### config.mk
export PLATFORM = sky130hd
export DESIGN_NAME = rloip_port
export DESIGN_NICKNAME = d
export VERILOG_FILES = /design/src/rtl/rloip_pkg.sv /design/src/rtl/rloip_port.sv
export SDC_FILE = /design/constraint.sdc
export NUM_CORES = 1
export LEC_CHECK = 0
export ABC_AREA = 1
export BUFFER_PORTS_ARGS = -buffer_cell sky130_fd_sc_hd__buf_4
export CAP_MARGIN = 20
export CORE_MARGIN = 2
export CORE_UTILIZATION = 47
export DETAILED_ROUTE_END_ITERATION = 8
export HOLD_SLACK_MARGIN = 0.02
export MAX_ROUTING_LAYER = met4
export PLACE_DENSITY = 0.82
export RECOVER_POWER = 50
export SLEW_MARGIN = 20
export SYNTH_ARGS = -nofsm -noshare
export SYNTH_HDL_FRONTEND = slang
export SYNTH_SLANG_ARGS = --single-unit
### constraint.sdc
create_clock -name mclk -period 0.99 [get_ports mclk]
set_input_delay 0.0495 -clock mclk [delete_from_list [all_inputs] [get_ports mclk]]
set_output_delay 0.0495 -clock mclk [all_outputs]
set_load 0.01 [all_outputs]
### src/rtl/rloip_pkg.sv
/*
Package for the relay output and isolated input port: register offsets, widths, reset values.
Assumes a 16-bit local I/O bus behind a host bridge, offsets relative to the block base.
*/
package rloip_pkg;
	localparam int RLOIP_DATA_W = 16;
	localparam int RLOIP_ADDR_W = 8;
	localparam int RLOIP_INPUTS = 2;
	localparam int RLOIP_ID_W = 4;
	localparam logic [RLOIP_ADDR_W-1:0] RLOIP_OFS_RELAY_LOW = 8'h00;
	localparam logic [RLOIP_ADDR_W-1:0] RLOIP_OFS_RELAY_HIGH = 8'h02;
	localparam logic [RLOIP_ADDR_W-1:0] RLOIP_OFS_INPUT = 8'h04;
	localparam logic [RLOIP_ADDR_W-1:0] RLOIP_OFS_IRQ_CLEAR = 8'h08;
	localparam logic [RLOIP_DATA_W-1:0] RLOIP_RELAY_RESET = 16'h0000;
	localparam logic [RLOIP_DATA_W-1:0] RLOIP_READ_ZERO = 16'h0000;
endpackage

### src/rtl/rloip_port.sv
/*
Register port of a 32-channel relay output card with two isolated inputs and a board identifier.
Assumes the bridge presents one-cycle read and write strobes with a 16-bit word and synchronous inputs.
*/
// Notes on behaviour
// All registers are sixteen bits, bit 0 least significant.
// Host uses only 16-bit I/O accesses to reach the registers.
// Offset zero writes and reads relay channels 1 to 16.
// Offset two writes and reads relay channels 17 to 32.
// Offset four reads the two input levels; writes there do nothing.
// Each control bit drives one relay; bit equals channel minus group start.
// Writing one closes a relay, writing zero opens it.
// State bits read one when closed, zero when open, same mapping.
// State reads cover all thirty-two channels, sixteen per offset.
// Four switches give board id 0 to 15; on switch gives zero bit.
// One indicator output per relay, lit while energised, mirrored on headers.
// Input register bit 0 is channel 0, bit 1 channel 1, high reads one.
// A write to offset eight clears the pending input interrupt request unless an input rises in the same cycle.
// Interrupt request raised only on a rising edge of either input; the code also raises one if an input is already high when reset ends.
// Reset opens all relays and clears any pending interrupt request.
// Unassigned bits read zero and ignore writes.
`timescale 1ns/1ps
module rloip_port
	import rloip_pkg::*;
#(
	parameter int RELAYS = 32
)
(
	input wire logic mclk,
	input wire logic srst,
	input wire logic [RLOIP_ADDR_W-1:0] bus_addr,
	input wire logic bus_wr,
	input wire logic bus_rd,
	input wire logic [RLOIP_DATA_W-1:0] bus_wdata,
	output logic [RLOIP_DATA_W-1:0] bus_rdata,
	input wire logic [RLOIP_INPUTS-1:0] input_level,
	input wire logic [RLOIP_ID_W-1:0] board_id_switch,
	output logic [RLOIP_ID_W-1:0] board_id,
	output logic [RELAYS-1:0] relay_control_bit,
	output logic [RELAYS/2-1:0] indicator_header_a,
	output logic [RELAYS/2-1:0] indicator_header_b,
	output logic irq_request
);
	// --------------------------------
	// Parameter check
	// --------------------------------

	if (RELAYS != 2 * RLOIP_DATA_W)
	begin : g_bad_relays
		$error("RELAYS must equal two register widths.");
	end

	// --------------------------------
	// Local constants
	// --------------------------------

	localparam int GROUP_W = RLOIP_DATA_W;
	localparam int GROUPS = RELAYS / GROUP_W;
	localparam int HALF = RELAYS / 2;
	localparam int PAD_W = RLOIP_DATA_W - RLOIP_INPUTS;

	// --------------------------------
	// Register state
	// --------------------------------

	logic [RELAYS-1:0] relay;
	logic [RELAYS-1:0] next_relay;
	logic [RLOIP_INPUTS-1:0] input_prev;
	logic [RLOIP_INPUTS-1:0] next_input_prev;
	logic irq_pend;
	logic next_irq_pend;
	logic [RLOIP_DATA_W-1:0] next_rdata;
	logic [RLOIP_ID_W-1:0] next_board_id;

	// --------------------------------
	// Decode signals
	// --------------------------------

	logic wr_relay_low;
	logic wr_relay_high;
	logic wr_irq_clear;
	logic [RELAYS-1:0] chan_wr;
	logic [RLOIP_INPUTS-1:0] input_rise;
	logic any_rise;

	// --------------------------------
	// Output next values
	// --------------------------------

	logic [RELAYS-1:0] next_relay_out;
	logic [HALF-1:0] next_header_a;
	logic [HALF-1:0] next_header_b;
	logic next_irq_out;

	// --------------------------------
	// Address decode functions
	// --------------------------------

	// Compares an access offset against one register offset.
	function automatic logic hit(input logic [RLOIP_ADDR_W-1:0] a, input logic [RLOIP_ADDR_W-1:0] ofs);
		hit = (a == ofs);
	endfunction

	// Qualifies an offset match with the write strobe.
	function automatic logic wr_hit(
		input logic wr,
		input logic [RLOIP_ADDR_W-1:0] a,
		input logic [RLOIP_ADDR_W-1:0] ofs
	);
		wr_hit = wr && hit(a, ofs);
	endfunction

	// --------------------------------
	// Write decode
	// --------------------------------

	always_comb
	begin
		wr_relay_low = wr_hit(bus_wr, bus_addr, RLOIP_OFS_RELAY_LOW);
		wr_relay_high = wr_hit(bus_wr, bus_addr, RLOIP_OFS_RELAY_HIGH);
		wr_irq_clear = wr_hit(bus_wr, bus_addr, RLOIP_OFS_IRQ_CLEAR);
	end

	// --------------------------------
	// Channel write enables
	// --------------------------------

	for (genvar k = 0; k < RELAYS; k++)
	begin : g_chan
		if (k < GROUP_W)
		begin : g_low
			assign chan_wr[k] = wr_relay_low;
		end
		else
		begin : g_high
			assign chan_wr[k] = wr_relay_high;
		end
	end

	// --------------------------------
	// Relay state
	// --------------------------------

	always_comb
	begin
		next_relay = relay;
		for (int k = 0; k < RELAYS; k++)
		begin
			if (chan_wr[k])
				next_relay[k] = bus_wdata[k % GROUP_W];
		end
	end

	always_ff @(posedge mclk)
	begin
		if (srst)
			relay <= {GROUPS{RLOIP_RELAY_RESET}};
		else
			relay <= next_relay;
	end

	// --------------------------------
	// Input edges and interrupt
	// --------------------------------

	always_comb
	begin
		next_input_prev = input_level;
		input_rise = input_level & ~input_prev;
		any_rise = |input_rise;
		next_irq_pend = irq_pend;
		if (wr_irq_clear)
			next_irq_pend = 1'b0;
		if (any_rise)
			next_irq_pend = 1'b1;
	end

	always_ff @(posedge mclk)
	begin
		if (srst)
		begin
			input_prev <= {RLOIP_INPUTS{1'b0}};
			irq_pend <= 1'b0;
		end
		else
		begin
			input_prev <= next_input_prev;
			irq_pend <= next_irq_pend;
		end
	end

	// --------------------------------
	// Read data
	// --------------------------------

	always_comb
	begin
		next_rdata = RLOIP_READ_ZERO;
		if (bus_rd)
		begin
			case (bus_addr)
				RLOIP_OFS_RELAY_LOW: next_rdata = relay[GROUP_W-1:0];
				RLOIP_OFS_RELAY_HIGH: next_rdata = relay[RELAYS-1:GROUP_W];
				RLOIP_OFS_INPUT: next_rdata = {{PAD_W{1'b0}}, input_level};
				default: next_rdata = RLOIP_READ_ZERO;
			endcase
		end
	end

	always_ff @(posedge mclk)
	begin
		if (srst)
			bus_rdata <= RLOIP_READ_ZERO;
		else
			bus_rdata <= next_rdata;
	end

	// --------------------------------
	// Board identifier
	// --------------------------------

	always_comb
	begin
		next_board_id = ~board_id_switch;
	end

	always_ff @(posedge mclk)
	begin
		if (srst)
			board_id <= {RLOIP_ID_W{1'b0}};
		else
			board_id <= next_board_id;
	end

	// --------------------------------
	// Output registers
	// --------------------------------

	always_comb
	begin
		next_relay_out = next_relay;
		next_header_a = next_relay[HALF-1:0];
		next_header_b = next_relay[RELAYS-1:HALF];
		next_irq_out = next_irq_pend;
	end

	always_ff @(posedge mclk)
	begin
		if (srst)
		begin
			relay_control_bit <= {RELAYS{1'b0}};
			indicator_header_a <= {HALF{1'b0}};
			indicator_header_b <= {HALF{1'b0}};
			irq_request <= 1'b0;
		end
		else
		begin
			relay_control_bit <= next_relay_out;
			indicator_header_a <= next_header_a;
			indicator_header_b <= next_header_b;
			irq_request <= next_irq_out;
		end
	end

endmodule

Word-level counts from Yosys, hierarchy flattened --
Cells that the tools add are included.
Storage, ports and cells: flip-flop bits (word level) 87, bits in latches 0, RAM bits 0, memory bits (read-only) 0, input port bits 34, output and inout bits 85, word-level logic and storage cells 56, memories 0
Cells by class: add/sub/neg operators 0, $mul 0, div/mod/pow operators 0, order comparisons 0, equal/unequal tests 3, shift operators 0, multiplexer cells 35, bitwise logic cells 4, reductions and logical operators 7
Operators with widths (count):
- $pmux 16 s3 | 1
- $mux 1 | 34
- $eq 8x2->1 const B | 1
- $eq 8x3->1 const B | 1
- $eq 8x4->1 const B | 1
- $logic_not 8->1 | 1
- $not 4->4 | 1
- $reduce_or 2->1 | 2
- $logic_and 1x1->1 | 3
- $and 2x2->2 | 1
- $not 2->2 | 1
- $reduce_bool 2->1 | 1
- $not 1->1 | 1

Depth between registers and ports, before layout --
word-level depth 4, gate-level depth with buffers 8, mapped depth without buffers 7

Worst setup path after synthesis --
No wires, ideal clock.
path kind input to register, start input bus_wr, end register relay_control_bit[18], library setup time 113 ps, arrival time 760 ps, required time 877 ps, slack 117 ps, stages 6, path buffers 2, path through buf_2 -> inv_1 -> nor2_8 -> buf_6 -> nor2_1 -> nor2_1
Between the ends: word-level cells in the longest chain between the ends 2
RTL lines:
- start, declared | line rloip_port.sv:32 | input wire logic bus_wr,
- $logic_and 1x1->1 | line rloip_port.sv:110 | wr_hit = wr && hit(a, ofs);
- $mux 1 | line rloip_port.sv:149 | if (chan_wr[k])
- end signal, assigned | line rloip_port.sv:251 | relay_control_bit <= {RELAYS{1'b0}};
- end signal, assigned | line rloip_port.sv:258 | relay_control_bit <= next_relay_out;
- end, declared | line rloip_port.sv:39 | output logic [RELAYS-1:0] relay_control_bit,
No other way between the ends. A chain may end at the register's enable or synchronous reset.

Worst setup path in the final report --
start register relay_control_bit[28], end output relay_control_bit[28]
No word-level cell between the ends.

==> metrics.csv <==
metric,value,unit
placed insts,530,
worst-path cell chain,buf_4,
clock share of power,0.331,
Syn Area/Cell,7.07,sq um
fin area,0.00344,sq mm
WS Path Type,register to output port,
Seq pwr share,0.581,
crit start category,register,
# setup viols final,0,
vias in the first global route,2382,
num rows,27,
Placed Area,0.00339,sq mm
grt ovf,0,
post-CTS sizing,0,
"top cells by area, synth","dfxtp_1 (41%), nand2_1 (12%), nor2_1 (12%), buf_4 (9.8%), nand3_1 (6.7%)",
core footprint,0.00551,sq mm
Setup Buffers After CTS,0,
RR Startpoint,relay_control_bit[28]$_SDFFE_PP0P_,
Int Power,2.97,mW
FF-to-FF End,bus_rdata[12]$_SDFF_PP0_,
kind of path behind the tightest hold check,primary input to register,
synthesized net count,412,
Vias/cell,4.57,
"most common cell after layout, fill and taps aside",buf_4,
net switching power figure,0.880,mW
Total GRT Usage,0.207,
Detail Route Antenna Nets,0,
number of hold buffers added after CTS,7,
Critical Path Sink,relay_control_bit[28],
PwrDens,1120,mW/mm^2
area grow syn2layout,28.9,%
GP Congestion,0.754,
I/O Pins,119,
Lkg Pwr,1.75,nW
maximum buffer depth of the clock tree,2,
fraction of layout cells with a size suffix above 1,0.288,
critical path's top delay family,flip-flops,
DR WL/cell,11.2,microns
via count,2489,
Max Clock Skew,0.00804,ns
Ys Warns,0,
Slew headroom,0.704,
CTS tree,yes,
cell count after synthesis,378,
"Min Clock Period, post-route",0.906,ns
Unique masters post-synth,22,
initial antenna violation count,0,
first-pass GRT wire length,10200,microns
CP max-delay cell,dfxtp_1,
leading area contributor after synthesis,dfxtp_1,
Die Height,79.4,microns
H-tree depth,2,
r2r worst-path depth,4,
Slew Limit Fails,0,
most frequent cells in the layout,"buf_4 (105), nor2_1 (89), nand2_1 (84), dfxtp_1 (55), inv_1 (41)",
DRT iter0 DRCs,97,
port buffer count,118,
CP max stage delay,0.41,ns
WP data arrival,0.86,ns
CTS root buf,clkbuf_8,
Sw Share,0.229,
DRC,0,
worst hold stages,5,
final core utilization,0.625,
pin count of the biggest net entering global routing,33,
Synth top area share,0.412,
Starting Density,0.485,
Critical Path Fanout Max,4,
"CTS clk-pin slew, worst paths",0.10,ns
Buffers & Inverters on Critical Path,1,
first-pass iteration count of the detailed router,5,
Comb power frac,0.088,
final hold violation count,0,
CP Capture Type,output port,
die area,0.00630,sq mm
register area share after synthesis,0.412,
TritonCTS Buffers,5,
period utilization,0.915,
Ant. Diodes,0,
Worst setup startpoint,relay_control_bit[28]$_SDFFE_PP0P_,
Synth Register Bits,55,
r2r setup slk,0.25,ns
Die W,79.4,microns
Sinks on Clock Net,55,
final non-filler cell total,545,
Stages on worst setup path,1,
HPWL after detailed placement,4470,microns
outcome,"complete, no violations",
Final nets,506,
Worst-Skew Late Latency,0.29,ns
synthesized cell area,0.00267,sq mm
WP data required,0.94,ns
worst slew pin tran,0.443,ns
Peak Freq,1100,MHz
RSZ-0062 raised after global routing,no,
max cap viols,0,
final wirelength,6110,microns
Peak VDD IR,0.000844,V
## layout make-up
class / instances / area (sq um)
sequential: 55 / 1100
clock buffer: 6 / 82.6
fill: 518 / 2060
tap: 72 / 90.1
inverter: 44 / 170
clock inverter: 2 / 13.8
multi-input combinational: 230 / 1000
timing repair buffer: 136 / 985
## metrics by stage
stage	TNS (ns)	worst slack (ns)	power (mW)	hold slack (ns)
5_1_grt	0	0.0211	4.02	0.0844
6_report	0	0.0839	3.85	0.0748
3_5_place_dp	-2.97	-0.116	2.62	0.202
3_3_place_gp	-1.46	-0.0499	2.61	0.200
2_1_floorplan	0	0.117	2.45	0.116
4_1_cts	0	0.0748	3.91	0.0675
## how the worst min path moves through the flow
stage,start,slack [ns],to
2_1_floorplan,board_id_switch[0],0.12,board_id[0]$_SDFF_PP0_
3_3_place_gp,board_id_switch[2],0.20,board_id[2]$_SDFF_PP0_
3_5_place_dp,board_id_switch[0],0.20,board_id[0]$_SDFF_PP0_
4_1_cts,bus_wdata[13],0.07,relay_control_bit[29]$_SDFFE_PP0P_
5_1_grt,bus_wdata[7],0.08,relay_control_bit[23]$_SDFFE_PP0P_
6_report,bus_wdata[13],0.07,relay_control_bit[29]$_SDFFE_PP0P_
## sequential cells by signal (all words and copies together), names as in the netlist
name and cells:
bus_rdata 16, relay_control_bit 32, board_id 4, input_prev 2, irq_request 1
## worst reg2reg max path: cells and delay by family, from the launching register on
kind                   cells  cell delay [ns]
flip-flops                 1             0.41
AND/OR/NAND/NOR            3             0.24
buffers and inverters      1             0.04
## power groups by stage
| stage | logic, mW | clock network (mW) | registers (mW) |
|---|---|---|---|
| finish | 0.337 | 1.27 | 2.24 |
| global route | 0.377 | 1.41 | 2.24 |
| CTS | 0.355 | 1.31 | 2.24 |
| detailed placement | 0.333 | 0 | 2.29 |
| global placement | 0.326 | 0 | 2.29 |
| floorplan | 0.158 | 0 | 2.30 |
## kinds of logic after synthesis
group | synth area share
AO/OA/AOI/OAI | 0.00422
buffers and inverters | 0.200
flip-flops | 0.412
AND/OR/NAND/NOR | 0.384
## Yosys cell counts
library cell and count:
nor2_8 2, nor2_4 2, clkbuf_1 3, buf_4 35, buf_1 1, nand2_2 1
a21oi_1 1, nor3_1 1, inv_1 41, nor2_2 15, clkinv_4 1, dlygate4sd1_1 1
buf_6 5, nand3_2 1, inv_2 2, buf_2 4, nor2_1 82, nand3_1 36
o22ai_1 1, nand2_1 84, nand2_4 4, dfxtp_1 55
## routing by layer
| layer | vias to the layer above | track usage | wire length [microns] | part of all wire |
|---|---|---|---|---|
| met5 | - | - | 0 | 0 |
| met4 | 0 | 0.0586 | 19 | 0.0031 |
| met3 | 2 | 0.0430 | 479 | 0.078 |
| met2 | 108 | 0.370 | 3110 | 0.51 |
| met1 | 1103 | 0.235 | 2490 | 0.41 |
| li1 | 1276 | - | - | - |
Power figures use the tool's default switching activity.
